===== src/common/tiops_pkg.sv =====
// shared constants and types of the i/o port and mode select block
package tiops_pkg;

  localparam int          CLK_PERIOD_NS    = 4;
  // power-on mode selection window, in ns and in clock cycles
  localparam int          MODE_WIN_NS      = 1000000;
  localparam int          MODE_WIN_CYC_DEF = MODE_WIN_NS / CLK_PERIOD_NS;

  localparam int          NUM_PINS         = 4;
  localparam int          PIN_SCL          = 0;
  localparam int          PIN_SDA          = 1;
  localparam int          PIN_WAKE_RX      = 2;
  localparam int          PIN_TX           = 3;

  localparam logic [3:0]  DIR_RESET        = 4'h0;
  localparam logic [3:0]  OUT_RESET        = 4'h0;
  localparam logic [3:0]  SENS_RESET       = 4'hF;
  localparam logic [3:0]  SYNC_RESET       = 4'h0;

  // i2c slave address for mode commands (plain default)
  localparam logic [6:0]  MODE_I2C_ADDR    = 7'h2A;
  localparam logic [7:0]  CMD_NORMAL       = 8'h00;
  localparam logic [7:0]  CMD_PROGRAM      = 8'h01;
  localparam logic [7:0]  CMD_DEBUG        = 8'h02;
  localparam logic [7:0]  CMD_TEST         = 8'h03;

  typedef enum logic [1:0] {
    TIOPS_MODE_NORMAL  = 2'h0,
    TIOPS_MODE_PROGRAM = 2'h1,
    TIOPS_MODE_DEBUG   = 2'h2,
    TIOPS_MODE_TEST    = 2'h3
  } tiops_mode_t;

  typedef struct packed {
    logic       dir_wr;
    logic       out_wr;
    logic       sens_wr;
    logic [3:0] wdata;
  } tiops_sfr_wr_t;

  typedef struct packed {
    tiops_mode_t mode;
    logic        decided;
  } tiops_mode_stat_t;

endpackage


===== src/hw/tiops_i2c_cmd.sv =====
// i2c slave that takes each write data byte after its address as a mode command
`timescale 1ns/1ns
module tiops_i2c_cmd
  import tiops_pkg::*;
(
  input  wire logic       clk,
  input  wire logic       rst_n,
  input  wire logic       enable,
  input  wire logic       scl,
  input  wire logic       sda,
  output logic            sda_low,
  output logic            cmd_valid,
  output logic [7:0]      cmd_byte
);

  typedef enum logic [2:0] {
    TIOPS_I2C_IDLE = 3'h0,
    TIOPS_I2C_ADDR = 3'h1,
    TIOPS_I2C_AACK = 3'h3,
    TIOPS_I2C_DATA = 3'h2,
    TIOPS_I2C_DACK = 3'h6
  } tiops_i2c_st_t;

  tiops_i2c_st_t state_reg, state_next;
  logic          scl_q_reg, sda_q_reg;
  logic [2:0]    cnt_reg, cnt_next;
  logic [7:0]    shift_reg, shift_next;
  logic          done_reg, done_next;
  logic          low_reg, low_next;
  logic          valid_reg, valid_next;
  logic [7:0]    cmd_reg, cmd_next;

  ////////////////////////////////////////////////////////////////////////////
  // bus conditions; inputs are already filtered by the caller
  wire start_cond = scl & scl_q_reg & sda_q_reg & ~sda;
  wire stop_cond  = scl & scl_q_reg & ~sda_q_reg & sda;
  wire scl_rise   = scl & ~scl_q_reg;
  wire scl_fall   = ~scl & scl_q_reg;
  wire addr_hit   = (shift_reg[7:1] == MODE_I2C_ADDR) & ~shift_reg[0];

  always_comb
  begin
    state_next = state_reg;
    cnt_next   = cnt_reg;
    shift_next = shift_reg;
    done_next  = done_reg;
    low_next   = low_reg;
    valid_next = 1'b0;
    cmd_next   = cmd_reg;
    if (!enable || stop_cond)
    begin
      state_next = TIOPS_I2C_IDLE;
      low_next   = 1'b0;
    end
    else if (start_cond)
    begin
      // repeated start restarts the address phase
      state_next = TIOPS_I2C_ADDR;
      cnt_next   = 3'h0;
      done_next  = 1'b0;
      low_next   = 1'b0;
    end
    else
    begin
      unique case (state_reg)
        TIOPS_I2C_IDLE: ;
        TIOPS_I2C_ADDR, TIOPS_I2C_DATA:
        begin
          if (scl_rise)
          begin
            shift_next = {shift_reg[6:0], sda};
            cnt_next   = cnt_reg + 3'h1;
            done_next  = (cnt_reg == 3'h7);
          end
          else if (scl_fall && done_reg)
          begin
            done_next = 1'b0;
            if (state_reg == TIOPS_I2C_DATA)
            begin
              cmd_next   = shift_reg;
              valid_next = 1'b1;
              low_next   = 1'b1;
              state_next = TIOPS_I2C_DACK;
            end
            else if (addr_hit)
            begin
              low_next   = 1'b1;
              state_next = TIOPS_I2C_AACK;
            end
            else
            begin
              state_next = TIOPS_I2C_IDLE;
            end
          end
        end
        TIOPS_I2C_AACK, TIOPS_I2C_DACK:
        begin
          // release sda when the acknowledge clock ends
          if (scl_fall)
          begin
            low_next   = 1'b0;
            state_next = TIOPS_I2C_DATA;
          end
        end
        default:
        begin
          state_next = TIOPS_I2C_IDLE;
          low_next   = 1'b0;
        end
      endcase
    end
  end

  always_ff @(posedge clk)
  begin
    if (!rst_n)
    begin
      state_reg <= TIOPS_I2C_IDLE;
      scl_q_reg <= 1'b1;
      sda_q_reg <= 1'b1;
      cnt_reg   <= 3'h0;
      shift_reg <= 8'h00;
      done_reg  <= 1'b0;
      low_reg   <= 1'b0;
      valid_reg <= 1'b0;
      cmd_reg   <= 8'h00;
    end
    else
    begin
      state_reg <= state_next;
      scl_q_reg <= scl;
      sda_q_reg <= sda;
      cnt_reg   <= cnt_next;
      shift_reg <= shift_next;
      done_reg  <= done_next;
      low_reg   <= low_next;
      valid_reg <= valid_next;
      cmd_reg   <= cmd_next;
    end
  end

  assign sda_low   = low_reg;
  assign cmd_valid = valid_reg;
  assign cmd_byte  = cmd_reg;

endmodule // tiops_i2c_cmd


===== src/hw/tiops_port.sv =====
// four-pin i/o port with power-on i2c mode select, wake and uart pins
// Operation
// [RULE1] four pins with software direction, level, sensitivity
// [RULE2] pin zero is i2c clock, one data
// [RULE3] i2c interface follows fast-mode timing
// [RULE4] i2c enabled from power on
// [RULE5] i2c command in window picks operating mode
// [RULE6] no command before window end gives normal
// [RULE7] pin two level wakes or resumes device
// [RULE8] wake level selectable high or low
// [RULE9] wake source idles low, asserts high
// [RULE10] unused pins driven high, left open
// [RULE11] uart receive on pin two, transmit three
// [RULE12] alternate function overrides general purpose output
`timescale 1ns/1ns
module tiops_port
  import tiops_pkg::*;
#(
  parameter int MODE_WIN_CYC = MODE_WIN_CYC_DEF
)
(
  input  wire logic             clk,
  input  wire logic             rst_n,
  input  wire logic [3:0]       pin_in,
  output logic [3:0]            pin_out,
  output logic [3:0]            pin_oe,
  input  wire tiops_sfr_wr_t    sfr_wr,
  output logic [3:0]            port_direction_reg,
  output logic [3:0]            port_output_reg,
  output logic [3:0]            port_wake_sensitivity_reg,
  output logic [3:0]            port_input_reg,
  input  wire logic             i2c_release,
  input  wire logic             wake_en,
  input  wire logic             uart_en,
  input  wire logic             uart_txd,
  output logic                  uart_rxd,
  output logic                  wake_req,
  output logic                  i2c_active,
  output tiops_mode_stat_t      mode_stat
);

  localparam int CW = $clog2(MODE_WIN_CYC + 1);

  ////////////////////////////////////////////////////////////////////////////
  // elaboration checks

  if (MODE_WIN_CYC < 1)
  begin : g_bad_win
    $error("mode window must be at least one cycle");
  end

  ////////////////////////////////////////////////////////////////////////////
  // helpers

  function automatic logic cmd_known(input logic [7:0] c);
    return (c == CMD_NORMAL) || (c == CMD_PROGRAM) ||
           (c == CMD_DEBUG) || (c == CMD_TEST);
  endfunction

  function automatic tiops_mode_t cmd_mode(input logic [7:0] c);
    return tiops_mode_t'(c[1:0]);
  endfunction

  ////////////////////////////////////////////////////////////////////////////
  // pin input synchroniser: three stages, change taken when two agree

  logic [3:0]       sync1_reg;
  logic [3:0]       sync2_reg;
  logic [3:0]       sync3_reg;
  logic [3:0]       filt_next;

  assign filt_next = (sync2_reg & sync3_reg) |
                     (port_input_reg & (sync2_reg ^ sync3_reg));

  always_ff @(posedge clk)
  begin
    if (!rst_n)
    begin
      sync1_reg      <= SYNC_RESET;
      sync2_reg      <= SYNC_RESET;
      sync3_reg      <= SYNC_RESET;
      port_input_reg <= SYNC_RESET;
    end
    else
    begin
      sync1_reg      <= pin_in;
      sync2_reg      <= sync1_reg;
      sync3_reg      <= sync2_reg;
      port_input_reg <= filt_next; // [RULE1]
    end
  end

  ////////////////////////////////////////////////////////////////////////////
  // software-written port registers

  always_ff @(posedge clk)
  begin
    if (!rst_n)
    begin
      port_direction_reg        <= DIR_RESET;
      port_output_reg           <= OUT_RESET;
      port_wake_sensitivity_reg <= SENS_RESET;
    end
    else
    begin
      if (sfr_wr.dir_wr)
        port_direction_reg <= sfr_wr.wdata; // [RULE1]
      if (sfr_wr.out_wr)
        port_output_reg <= sfr_wr.wdata; // [RULE1]
      if (sfr_wr.sens_wr)
        port_wake_sensitivity_reg <= sfr_wr.wdata; // [RULE1]
    end
  end

  ////////////////////////////////////////////////////////////////////////////
  // i2c command receiver on pins zero and one

  logic             i2c_active_reg;
  logic             i2c_sda_low;
  logic             i2c_cmd_valid;
  logic [7:0]       i2c_cmd_byte;

  // no clock stretching, so the slave never pulls scl; this keeps it
  // inside fast-mode timing with the synchroniser latency of 16 ns
  tiops_i2c_cmd u_i2c (
    .clk       (clk),
    .rst_n     (rst_n),
    .enable    (i2c_active_reg),
    .scl       (port_input_reg[PIN_SCL]), // [RULE2]
    .sda       (port_input_reg[PIN_SDA]), // [RULE2]
    .sda_low   (i2c_sda_low), // [RULE3]
    .cmd_valid (i2c_cmd_valid),
    .cmd_byte  (i2c_cmd_byte)
  );

  ////////////////////////////////////////////////////////////////////////////
  // power-on mode selection window

  logic [CW-1:0]    win_cnt_reg;
  logic [CW-1:0]    win_cnt_next;
  logic             decided_reg;
  logic             decided_next;
  tiops_mode_t      mode_reg;
  tiops_mode_t      mode_next;
  logic             i2c_active_next;

  wire cmd_take   = i2c_cmd_valid & ~decided_reg & cmd_known(i2c_cmd_byte);
  wire win_expire = ~decided_reg & (win_cnt_reg == '0);

  always_comb
  begin
    win_cnt_next = win_cnt_reg;
    decided_next = decided_reg;
    mode_next    = mode_reg;
    if (cmd_take)
    begin
      mode_next    = cmd_mode(i2c_cmd_byte); // [RULE5]
      decided_next = 1'b1;
    end
    else if (win_expire)
    begin
      mode_next    = TIOPS_MODE_NORMAL; // [RULE6]
      decided_next = 1'b1;
    end
    else if (!decided_reg)
    begin
      win_cnt_next = win_cnt_reg - CW'(1);
    end
  end

  // software may hand pins zero and one back once the mode is fixed
  assign i2c_active_next = i2c_active_reg & ~(i2c_release & decided_reg);

  always_ff @(posedge clk)
  begin
    if (!rst_n)
    begin
      win_cnt_reg    <= CW'(MODE_WIN_CYC - 1);
      decided_reg    <= 1'b0;
      mode_reg       <= TIOPS_MODE_NORMAL;
      i2c_active_reg <= 1'b1; // [RULE4]
    end
    else
    begin
      win_cnt_reg    <= win_cnt_next;
      decided_reg    <= decided_next;
      mode_reg       <= mode_next;
      i2c_active_reg <= i2c_active_next;
    end
  end

  ////////////////////////////////////////////////////////////////////////////
  // pin drive selection

  logic [3:0]       out_next;
  logic [3:0]       oe_next;

  // i2c pins are open drain: level low, enable only while pulling down
  assign out_next[PIN_SCL] = i2c_active_reg ?
                             1'b0 : port_output_reg[PIN_SCL]; // [RULE12]
  assign oe_next[PIN_SCL]  = i2c_active_reg ?
                             1'b0 : port_direction_reg[PIN_SCL]; // [RULE12]
  assign out_next[PIN_SDA] = i2c_active_reg ?
                             1'b0 : port_output_reg[PIN_SDA]; // [RULE12]
  assign oe_next[PIN_SDA]  = i2c_active_reg ?
                             i2c_sda_low :
                             port_direction_reg[PIN_SDA]; // [RULE2]
  assign out_next[PIN_WAKE_RX] = port_output_reg[PIN_WAKE_RX];
  assign oe_next[PIN_WAKE_RX]  = uart_en ?
                                 1'b0 :
                                 port_direction_reg[PIN_WAKE_RX]; // [RULE11]
  assign out_next[PIN_TX] = uart_en ?
                            uart_txd : port_output_reg[PIN_TX]; // [RULE11]
  assign oe_next[PIN_TX]  = uart_en ?
                            1'b1 : port_direction_reg[PIN_TX]; // [RULE12]

  ////////////////////////////////////////////////////////////////////////////
  // wake and uart receive

  logic             wake_next;
  logic             rxd_next;
  logic             wake_reg;
  logic             rxd_reg;

  // high-level wake costs more leakage; the low idle level is the user's
  assign wake_next = wake_en & // [RULE7]
                     (port_input_reg[PIN_WAKE_RX] ==
                      port_wake_sensitivity_reg[PIN_WAKE_RX]); // [RULE8]
  assign rxd_next  = uart_en ?
                     port_input_reg[PIN_WAKE_RX] : 1'b1; // [RULE11]

  always_ff @(posedge clk)
  begin
    if (!rst_n)
    begin
      pin_out  <= OUT_RESET;
      pin_oe   <= DIR_RESET;
      wake_reg <= 1'b0;
      rxd_reg  <= 1'b1;
    end
    else
    begin
      pin_out  <= out_next;
      pin_oe   <= oe_next;
      wake_reg <= wake_next;
      rxd_reg  <= rxd_next;
    end
  end

  ////////////////////////////////////////////////////////////////////////////
  // outputs

  assign wake_req          = wake_reg;
  assign uart_rxd          = rxd_reg;
  assign i2c_active        = i2c_active_reg;
  assign mode_stat         = '{mode: mode_reg, decided: decided_reg};

endmodule // tiops_port


===== config.mk =====
export PLATFORM = sky130hd
export DESIGN_NAME = tiops_port
export DESIGN_NICKNAME = d
export VERILOG_FILES = /design/src/common/tiops_pkg.sv /design/src/hw/tiops_i2c_cmd.sv /design/src/hw/tiops_port.sv
export SDC_FILE = /design/constraint.sdc
export NUM_CORES = 1
export LEC_CHECK = 0
export ABC_CLOCK_PERIOD_IN_PS = 4800
export BUFFER_PORTS_ARGS = -buffer_cell sky130_fd_sc_hd__buf_2
export CAP_MARGIN = 0
export CORE_MARGIN = 5
export CORE_UTILIZATION = 35
export CTS_BUF_LIST = sky130_fd_sc_hd__clkbuf_8 sky130_fd_sc_hd__clkbuf_16
export CTS_CLUSTER_DIAMETER = 80
export DETAILED_ROUTE_END_ITERATION = 12
export MAX_ROUTING_LAYER = met4
export PLACE_DENSITY_LB_ADDON = 0.15
export SYNTH_ARGS = -nofsm -noshare
export SYNTH_HDL_FRONTEND = slang
export SYNTH_HIERARCHICAL = 1
export SYNTH_SLANG_ARGS = --single-unit

===== constraint.sdc =====
create_clock -name clk -period 4.8 [get_ports clk]
set_input_delay 0.24 -clock clk [delete_from_list [all_inputs] [get_ports clk]]
set_output_delay 0.24 -clock clk [all_outputs]
set_load 0.05 [all_outputs]

## After elaboration in Yosys (flattened, before gate mapping)

Cells that the tools add are included.

| word-level totals | value |
|---|---|
| register bits after elaboration | 87 |

| cells by class | value |
|---|---|
| add/sub/neg operators | 2 |
| equality and inequality tests | 18 |
| multiplexer cells | 28 |
| bitwise logic cells | 34 |
| reductions and logical operators | 29 |

Operator list:

| operator | number |
|---|---|
| 3-bit 2-to-1 mux | 7 |
| 18-bit logical NOT | 1 |
| 18-bit by 1-bit subtractor with 18-bit output, second input constant | 1 |
| 8-bit by 2-bit equality test with 1-bit output, second input constant | 2 |
| 1-bit 2-to-1 mux | 16 |
| 1-bit NOT | 16 |
| 1-bit AND | 14 |
| 4-bit AND reduction | 3 |
| 2-bit OR reduction | 5 |
| 3-bit by 1-bit inequality test with 1-bit output, second input constant | 3 |
| 3-bit case mux with 3 select lines | 1 |
| 3-bit AND reduction | 3 |
| 4-bit AND | 2 |
| 8-bit by 1-bit equality test with 1-bit output, second input constant | 1 |
| 8-bit logical NOT | 1 |
| 7-bit by 6-bit equality test with 1-bit output, second input constant | 1 |
| 3-bit by 2-bit equality test with 1-bit output, second input constant | 2 |
| 3-bit equality test, second input constant | 2 |
| 2-bit 2-to-1 mux | 3 |
| 2-bit by 1-bit inequality test with 1-bit output, second input constant | 3 |
| 6-bit AND reduction | 1 |
| 2-bit nonzero test | 3 |
| 6-bit OR reduction | 1 |
| 5-bit AND reduction | 1 |
| other kinds (15) | 18 |

## Logic depth before layout (Yosys ltp)

Gate-level depths: netlist of run 1.

| depth | value |
|---|---|
| depth after elaboration | 8 |
| gate-level depth with buffers | 10 |
| gate-level depth less buffers | 7 |

## Hierarchy

Netlist of run 1, hierarchy kept.

Modules (own cells, without submodules):

| module | instances | cells each | area an instance (µm²) | seq. area each (µm²) |
|---|---|---|---|---|
| tiops_port | 1 | 233 | 2362.3 | 1201.2 |
| tiops_i2c_cmd | 1 | 125 | 1234.9 | 540.5 |

## Least setup slack after synthesis of run 1

No wires, ideal clock.

| timing | value |
|---|---|
| path type | register -> register |
| start point | reg win_cnt_reg[2] |
| end point | reg win_cnt_reg[4] |
| setup time | 0.115 ns |
| arrival time | 2.031 ns |
| data required time | 4.685 ns |
| slack | 2.655 ns |
| stages on the path, launching flop included | 9 |
| period minus slack after synthesis | 2.145 ns |
| cell sequence | dfxtp_1 -> or4_1 -> or3_1 -> buf_6 -> o31ai_4 -> buf_6 -> buf_8 -> nor3_1 -> o21a_1 |

| on the way | value |
|---|---|
| word-level cells in the longest chain between the ends | 4 |

RTL lines:

| what | RTL line | source |
|---|---|---|
| start, declared | tiops_port.sv:139 | `logic [CW-1:0] win_cnt_reg;` |
| start signal, assigned | tiops_port.sv:178 | `win_cnt_reg <= CW'(MODE_WIN_CYC - 1);` |
| start signal, assigned | tiops_port.sv:185 | `win_cnt_reg <= win_cnt_next;` |
| parallel branches: the longest is 4 deep, another holds 18-bit by 1-bit subtractor with 18-bit output | -- |  |

Several ways; the timed one is not identified.
A chain may end at the register's enable or synchronous reset.

## Worst setup path after layout of run 1

| timing | value |
|---|---|
| start point | reg win_cnt_reg[2] |
| end point | reg win_cnt_reg[11] |

The elaborated chain is that of the path after synthesis.

==> results of run 1 <==
==> cell type report <==
cell class / count / area, sq um
fillers: 1046 / 6111
flip-flops and latches: 87 / 1742
multi-input cells: 244 / 1689
repair buffers: 48 / 245.2
well taps: 136 / 170.2
clock buffers: 9 / 123.9
clock inverters: 7 / 77.57
inverters: 7 / 26.28
==> cell families (layout without fill, tap and decap cells) <==
family	Yosys count	count (layout)
multiplexers	37	37
adder cells (fa/ha/maj)	7	7
XOR/XNOR	5	5
AND/OR/NAND/NOR	149	149
flip-flops	87	87
AO/OA/AOI/OAI	46	46
buffers and inverters	27	71
==> worst paths after layout <==
| path | startpoint | endpoint | slack (ns) | depth (start not counted) |
|---|---|---|---|---|
| max | win_cnt_reg[2] | win_cnt_reg[11] | 2.24 | 5 |
| min | pin_in[2] | sync1_reg[2] | 0.09 | 2 |
| max reg2reg | win_cnt_reg[2] | win_cnt_reg[11] | 2.24 | 5 |
| min reg2reg | sync1_reg[0] | sync2_reg[0] | 0.44 | 1 |
==> per-stage QoR <==
stage | instance area, sq um | util, %
global route | 4074 | 40.00
detailed placement | 3872 | 38.02
floorplan | 3597 | -
finish | 4074 | 40.00
CTS | 4074 | 40.00
global placement | 3872 | 38.02
==> critical path, cell delays in order (launching register included) <==
cell and delay [ns]:
dfxtp_1 0.35, or4_1 0.54, or3_1 0.51, o31ai_4 0.73
o311ai_0 0.24, o41ai_1 0.09
==> cell usage after synthesis (all sizes together) (2+ instances only) <==
library cell and instances:
nor2 37, o221a 3, nand3b 6, and3 4, nand2b 9, a31oi 3, nor4 5, dfxtp 87
xnor2 4, nor3 6, nor4b 2, nor3b 5, nand2 26, and2 18, or3 8, o21a 2
a21oi 17, ha 7, nand3 6, inv 6, a21o 2, buf 13, mux2i 36, or4 7
clkbuf 7, o31ai 4, or2 2, o21ai 8
==> power breakdown <==
| group | internal [W] | total (W) | switching (W) |
|---|---|---|---|
| registers | 0.000737 | 0.000746 | 0.00000931 |
| logic | 0.0000260 | 0.0000857 | 0.0000597 |
| clock network | 0.000247 | 0.000523 | 0.000275 |
==> layer usage <==
layer	up-vias	GRT usage (%)
li1	1330	-
met1	1190	15.01
met5	-	-
met4	0	3.731
met3	4	2.989
met2	22	17.89
==> impl_metrics.env, run 1 <==
export IMPL_dr_wl_met2_um=3289
export IMPL_post_cts_buffers=0
export IMPL_clock_fmax_mhz=390.3
export IMPL_diodes=0
export IMPL_grt_max_degree=32
export IMPL_synth_compound_area_share_pct=9.322
export IMPL_synth_nets=382
export IMPL_avgSynthCellArea_sq_um=10.05
export IMPL_status="finished, final reports clean"
export IMPL_grt_overflow_total=0
export IMPL_total_power_w=0.001354
export IMPL_core_sq_mm=0.01018
export IMPL_mostFrequentLayoutCell="dfxtp_1"
export IMPL_largest_reg_flops=18
export IMPL_top_layer="met4"
export IMPL_syn_to_final_growth_pct=13.25
export IMPL_cts_buffers=9
export IMPL_critPathMaxFanout=21
export IMPL_hold_viol=0
export IMPL_rows=37
export IMPL_dr_pass1_iters=4
export IMPL_drive_above_1_share_pct=20.40
export IMPL_dieArea_sq_mm=0.01241
export IMPL_cts_tree="done"
export IMPL_grt_pass1_vias=2347
export IMPL_worst_pin_slew_ns=0.7242
export IMPL_synth_fa_ha_area_share_pct=2.435
export IMPL_cts_sinks=87
export IMPL_yosys_warnings=6
export IMPL_synth_edf_count=0
export IMPL_ys_seq_area_share_pct=48.42
export IMPL_final_min_clock_period_ns=2.562
export IMPL_wl_met1_um=3419
export IMPL_viasPerCell=4.732
export IMPL_grt_pass1_wl_um=11620
export IMPL_synth_seq_cells=87
export IMPL_hold_path_class="in -> reg"
export IMPL_globalplace_congestion=0.7646
export IMPL_setup_slack_ns=2.238
export IMPL_clock_skew_final_ns=0.01064
export IMPL_netlist_area_sq_mm=0.003597
export IMPL_drv_slew=0
export IMPL_worstSetupPathType="reg -> reg"
export IMPL_synth_xor_area_share_pct=1.217
export IMPL_yosys_top_cells_area="dfxtp_1 (48%), mux2i_1 (10%), nor2_1 (3.9%)"
export IMPL_ctsResizeCount=0
export IMPL_via_count=2546
export IMPL_synth_cell_types=60
export IMPL_hpwl_um=4886
export IMPL_track_usage_pct=11.63
export IMPL_setup_viol=0
export IMPL_ant_nets=0
export IMPL_synth_largest_area_cell="dfxtp_1"
export IMPL_ys_async_sr_fraction_pct=0
export IMPL_leakagePower_nw=1.776
export IMPL_synthSimpleGateAreaFrac_pct=23.65
export IMPL_nets=421
export IMPL_cp_start_kind="flop"
export IMPL_fin_cells=538
export IMPL_end_kind="flop"
export IMPL_antenna_found_initial=0
export IMPL_drt_iter0_markers=117
export IMPL_rsz0062_at_grt="false"
export IMPL_cts_max_level=3
export IMPL_clockBufferDepth=2
export IMPL_worstSkewPairLatency_ns=0.35
export IMPL_holdBufCountCts=0
export IMPL_whs_ns=0.09069
export IMPL_io_pins=47
export IMPL_dp_cells=522
export IMPL_drc=0
export IMPL_die_w_um=111.4
export IMPL_setup_tns_ns=0
export IMPL_crit_required_ns=5.05
export IMPL_dp_slack_ns=2.234
export IMPL_wirelength_um=6941
export IMPL_critical_path_arrival_ns=2.81
export IMPL_synth_top_family_by_area="simple AND/OR/NAND/NOR gates"
export IMPL_final_cell_mix="dfxtp_1 (87), buf_2 (46), nor2_1 (37)"
export IMPL_maxSlewHeadroom_pct=51.72
export IMPL_root_buffer="clkbuf_8"
export IMPL_ys_flop_type="dfxtp_1"
export IMPL_met3_wirelength_um=172
export IMPL_synthMuxAreaShare_pct=10.33
export IMPL_drv_cap=0
export IMPL_die_h_um=111.4
export IMPL_ir_drop_mv=0.2012
export IMPL_path_clk_slew_ns=0.09
export IMPL_power_density_mw_per_mm2=332.4
export IMPL_portBuffers=46
export IMPL_final_period_utilization_pct=53.38
export IMPL_synth_top_cell_area_share_pct=48.42
export IMPL_wl_per_cell_um=12.90
export IMPL_synthCells=358
export IMPL_start_util_pct=35.32
Power figures use the tool's default switching activity.
==> run 2, diff against run 1 <==
- ABC_CLOCK_PERIOD_IN_PS: 4800 -> 2130
- clock period: 4.8 -> 2.13 ns (I/O delays scaled with it)
==> run 2 against run 1 <==
Hold slack worse by 0.051 ns. Core utilization rose by 2.8 points. Total power increased by 130%. Via count rose by 4.1%. Highest routed layer unchanged. Routed wire length increased by 6.9%. Combinational power grew to 2.5 times the previous value. Sequential share of layout area decreased by 2.7 points.
==> impl_metrics.env, run 2 (synthesis gave the netlist of run 1 again) <==
export IMPL_status="finished, final reports clean"
export IMPL_grt_max_degree=35
export IMPL_setup_viol=0
export IMPL_grt_overflow_total=0
export IMPL_diodes=0
export IMPL_drc=0
export IMPL_via_count=2651
export IMPL_largest_reg_flops=18
export IMPL_globalplace_congestion=0.7584
export IMPL_fin_cells=565
export IMPL_mostFrequentLayoutCell="dfxtp_1"
export IMPL_rr_worst_depth=5
export IMPL_hold_depth=2
export IMPL_dr_pass1_iters=4
export IMPL_viasPerCell=4.692
export IMPL_worst_pin_slew_ns=0.6897
export IMPL_worstSkewPairLatency_ns=0.35
export IMPL_rows=37
export IMPL_ant_nets=0
export IMPL_critPathMaxFanout=6
export IMPL_r2r_slack_ns=0.05
export IMPL_place_area_sq_mm=0.003999
export IMPL_drv_slew=0
export IMPL_start_util_pct=35.32
export IMPL_cts_max_level=3
export IMPL_power_density_mw_per_mm2=708.4
export IMPL_crit_required_ns=2.37
export IMPL_maxSlewHeadroom_pct=53.97
export IMPL_critical_path_arrival_ns=2.33
export IMPL_wl_per_cell_um=13.13
export IMPL_final_period_utilization_pct=97.80
export IMPL_final_area_sq_mm=0.004358
export IMPL_hold_path_class="in -> reg"
export IMPL_fillers=1022
export IMPL_clock_fmax_mhz=480.1
export IMPL_cts_buffers=9
export IMPL_drt_iter0_markers=126
export IMPL_r2r_end="win_cnt_reg[15]"
export IMPL_nets=448
export IMPL_clock_skew_final_ns=0.01403
export IMPL_whs_endpoint="i2c_active"
export IMPL_grt_pass1_wl_um=12560
export IMPL_hpwl_um=5059
export IMPL_drv_cap=0
export IMPL_portBuffers=46
export IMPL_io_pins=47
export IMPL_clockBufferDepth=2
export IMPL_dieArea_sq_mm=0.01241
export IMPL_rsz0062_at_grt="true"
export IMPL_hold_viol=0
export IMPL_cts_sinks=87
export IMPL_dp_cells=537
export IMPL_worstHoldStart="rst_n"
export IMPL_syn_to_final_growth_pct=21.15
export IMPL_end_kind="flop"
export IMPL_drive_above_1_share_pct=25.17
export IMPL_path_clk_slew_ns=0.09
export IMPL_final_min_clock_period_ns=2.083
export IMPL_root_buffer="clkbuf_8"
export IMPL_cts_tree="done"
export IMPL_die_w_um=111.4
export IMPL_total_power_w=0.003087
export IMPL_setup_tns_ns=0
export IMPL_die_h_um=111.4
export IMPL_track_usage_pct=12.53
export IMPL_core_sq_mm=0.01018
export IMPL_antenna_found_initial=0
export IMPL_wirelength_um=7418
export IMPL_final_cell_mix="dfxtp_1 (85), buf_2 (46), nor2_1 (37)"
export IMPL_leakagePower_nw=1.910
export IMPL_ir_drop_mv=0.2798
export IMPL_worstSetupPathType="reg -> reg"
export IMPL_cp_start_kind="flop"
export IMPL_r2r_start="win_cnt_reg[7]"
export IMPL_grt_pass1_vias=2549
[run 2: how the worst max path moves through the flow]
stage,from,end,slack (ns),cells after the start
global route,win_cnt_reg[7],win_cnt_reg[15],-0.005,5
CTS,win_cnt_reg[2],win_cnt_reg[11],0.02,6
floorplan,win_cnt_reg[2],win_cnt_reg[4],-0.01,8
finish,win_cnt_reg[7],win_cnt_reg[15],0.05,5
detailed placement,win_cnt_reg[2],win_cnt_reg[15],-0.07,7
global placement,win_cnt_reg[2],mode_reg[0],-0.05,7
[run 2: final cells by class]
type / instances / area, sq um / share of cell area [%]
sequential: 87 / 1744 / 40.02
multi-input combinational: 244 / 1722 / 39.51
timing repair buffer: 75 / 491.7 / 11.28
tap: 136 / 170.2 / 3.905
clock buffer: 9 / 123.9 / 2.842
clock inverter: 7 / 80.08 / 1.837
inverter: 7 / 26.28 / 0.6029
[run 2: what timing repair did]
item | 4_1_cts | 5_1_grt
pin swaps | 0 | 2
resized for setup | 2 | 10
buffers inserted | 0 | 1
hold buffers | 11 | 0
setup endpoints to repair | 20 | 18
endpoints found under the hold margin | 14 | 0
[run 2: critical path, cell delays in order, from the launching register on]
cell and delay, ns:
dfxtp_2 0.33, or4_4 0.53, or3_4 0.40, or4_4 0.54, o21ai_2 0.12, nand3b_1 0.08
[run 2: report_power, final]
part / switching [W] / total [W] / internal [W]
logic: 0.000141 / 0.000215 / 0.0000742
registers: 0.0000202 / 0.00168 / 0.00166
clock network: 0.000635 / 0.00119 / 0.000557
[run 2: layer usage]
metal | vias to the layer above | track usage [%] | wire length [um]
met2 | 20 | 19.46 | 3512
met4 | 0 | 4.380 | 93
met1 | 1242 | 16.14 | 3653
met3 | 10 | 2.772 | 158
li1 | 1379 | - | -
met5 | - | - | 0
[run 2: stage by stage]
| stage | hold slack, ns | util, % | worst slack [ns] |
|---|---|---|---|
| final | 0.03941 | 42.79 | 0.04697 |
| after detailed placement | 0.3170 | 39.26 | -0.07365 |
| after global routing | 0.03443 | 42.79 | -0.005373 |
| after CTS | 0.01753 | 42.44 | 0.02491 |
| after floorplan | 0.1826 | - | -0.01145 |
| after global placement | 0.3140 | 39.26 | -0.04639 |
==> run 3, diff against run 2 <==
- ABC_CLOCK_PERIOD_IN_PS: 2130 -> 1900
- clock period: 2.13 -> 1.9 ns (I/O delays scaled with it)
==> run 3 against run 2 <==
The run now ends with setup timing left. Register-to-register slack lost 0.30 ns. Setup slack got worse by 0.30 ns. Die area unchanged. First-iteration DRC count is 28% higher. Core utilization increased by 3.2 points. Sequential power is 12% higher. Combinational power is 17% higher. Final cell count up 4.2%. Fmax shrank 3.4%. Critical path depth increased by 1. Sequential share of layout area decreased by 2.7 points. Largest cell class is now multi-input gates.
==> impl_metrics.env, run 3 (synthesis gave the netlist of run 1 again) <==
export IMPL_critPathMaxFanout=5
export IMPL_portBuffers=46
export IMPL_fillers=1004
export IMPL_clock_fmax_mhz=463.8
export IMPL_core_sq_mm=0.01018
export IMPL_largest_reg_flops=18
export IMPL_ir_drop_mv=0.3384
export IMPL_violations="setup timing"
export IMPL_grtUsageMet2_pct=20.51
export IMPL_mostFrequentLayoutCell="dfxtp_1"
export IMPL_cp_start_kind="flop"
export IMPL_worstSkewPairLatency_ns=0.35
export IMPL_whs_endpoint="i2c_active"
export IMPL_power_density_mw_per_mm2=768.6
export IMPL_drv_slew=0
export IMPL_diodes=0
export IMPL_setup_slack_ns=-0.2559
export IMPL_drive_above_1_share_pct=30.46
export IMPL_critical_path_arrival_ns=2.40
export IMPL_r2r_slack_ns=-0.26
export IMPL_dieArea_sq_mm=0.01241
export IMPL_leakagePower_nw=2.074
export IMPL_grt_use_met3_pct=2.717
export IMPL_hpwl_um=5313
export IMPL_r2r_end="win_cnt_reg[14]"
export IMPL_cts_buffers=9
export IMPL_status="finished with violations"
export IMPL_final_min_clock_period_ns=2.156
export IMPL_grt_pass1_vias=2743
export IMPL_die_h_um=111.4
export IMPL_maxSlewHeadroom_pct=71.35
export IMPL_dr_pass1_iters=4
export IMPL_dp_slack_ns=-0.2898
export IMPL_via_count=2778
export IMPL_final_cell_mix="dfxtp_1 (84), buf_2 (46), nor2_1 (37)"
export IMPL_hold_depth=4
export IMPL_rsz0062_at_grt="true"
export IMPL_grt_busiest_layer="met2"
export IMPL_track_usage_pct=12.82
export IMPL_drv_cap=0
export IMPL_rows=37
export IMPL_drc=0
export IMPL_ant_nets=0
export IMPL_wl_per_cell_um=13.07
export IMPL_start_util_pct=35.32
export IMPL_setup_viol=21
export IMPL_viasPerCell=4.716
export IMPL_clockBufferDepth=2
export IMPL_cts_sinks=87
export IMPL_path_clk_slew_ns=0.09
export IMPL_multi_input_area_sq_mm=0.001777
export IMPL_final_period_utilization_pct=113.5
export IMPL_syn_to_final_growth_pct=30.16
export IMPL_io_pins=47
export IMPL_end_kind="flop"
export IMPL_die_w_um=111.4
export IMPL_antenna_found_initial=0
export IMPL_hold_viol=0
export IMPL_worst_pin_slew_ns=0.4295
export IMPL_grt_pass1_wl_um=12890
export IMPL_drt_iter0_markers=161
export IMPL_wirelength_um=7697
export IMPL_globalplace_congestion=0.7607
export IMPL_grt_max_degree=25
export IMPL_r2r_start="win_cnt_reg[8]"
export IMPL_cts_max_level=3
export IMPL_grt_overflow_total=0
export IMPL_cts_tree="done"
export IMPL_rr_worst_depth=6
export IMPL_worstHoldStart="i2c_release"
export IMPL_worstSetupPathType="reg -> reg"
export IMPL_root_buffer="clkbuf_8"
export IMPL_hold_path_class="in -> reg"
export IMPL_whs_ns=0.02128
export IMPL_crit_required_ns=2.14
export IMPL_nets=472
export IMPL_use_met1_pct=15.97
export IMPL_seqCellArea_sq_mm=0.001745
export IMPL_clock_skew_final_ns=0.009093
==> run 3: changes by cell type in the layout (fill, tap and decap cells not counted), moves of 2 or more <==
cell	delta
buf_6	+8
nor4_4	+3
o21ai_0	-2
clkbuf_16	+2
o21ai_1	+2
buf_4	+14
nor4_1	-3
==> run 3: worst max-delay path by stage <==
stage | startpoint | endpoint | slack [ns] | cells after the start
after detailed placement | win_cnt_reg[7] | win_cnt_reg[14] | -0.29 | 6
after global routing | win_cnt_reg[8] | win_cnt_reg[16] | -0.36 | 6
after floorplan | win_cnt_reg[2] | win_cnt_reg[4] | -0.24 | 8
after global placement | win_cnt_reg[7] | win_cnt_reg[16] | -0.28 | 6
final | win_cnt_reg[8] | win_cnt_reg[14] | -0.26 | 6
after CTS | win_cnt_reg[2] | win_cnt_reg[16] | -0.27 | 6
==> run 3: what timing repair did <==
item	in CTS	in global routing
pin swaps	13	8
endpoints found under the setup margin	21	21
gates cloned	0	3
gates resized for setup	14	11
hold endpoints to repair	14	0
setup buffers	2	2
hold buffers	11	0
==> run 3: worst max-delay path, stage by stage, from the launching register on <==
cell and delay, ns:
dfxtp_1 0.32, or4_4 0.53, or3_4 0.42, buf_6 0.14
nor4b_4 0.38, and3_1 0.21, o21ai_1 0.05
==> run 3: report_power, final <==
group	internal, W	total, W	switching [W]	leakage [nW]
registers	0.00186	0.00189	0.0000242	0.707
logic	0.0000923	0.000252	0.000160	1.25
clock network	0.000760	0.00146	0.000701	0.116
==> run 3: layout make-up <==
| class | instances | area share, % |
|---|---|---|
| Multi-Input combinational cell | 244 | 37.95 |
| Timing Repair Buffer | 99 | 15.74 |
| Tap cell | 136 | 3.634 |
| Clock inverter | 7 | 2.191 |
| Sequential cell | 87 | 37.28 |
| Inverter | 7 | 0.5612 |
| Clock buffer | 9 | 2.646 |
==> run 3: layer usage <==
metal  up-vias  wire length, um
li1       1438                -
met1      1301             3715
met2        29             3683
met3        10              212
met4         0               87
met5         -                0
==> run 3: per-stage QoR <==
step	utilization [%]	TNS, ns	power (W)	cell area (sq um)	std cells
floorplan	-	-2.552	0.002086	3606	358
global placement	40.66	-3.820	0.002158	4141	555
detailed placement	40.66	-4.169	0.002161	4141	555
CTS	44.77	-3.947	0.003652	4559	584
global route	45.97	-5.435	0.003752	4682	589
finish	45.97	-3.999	0.003598	4682	589
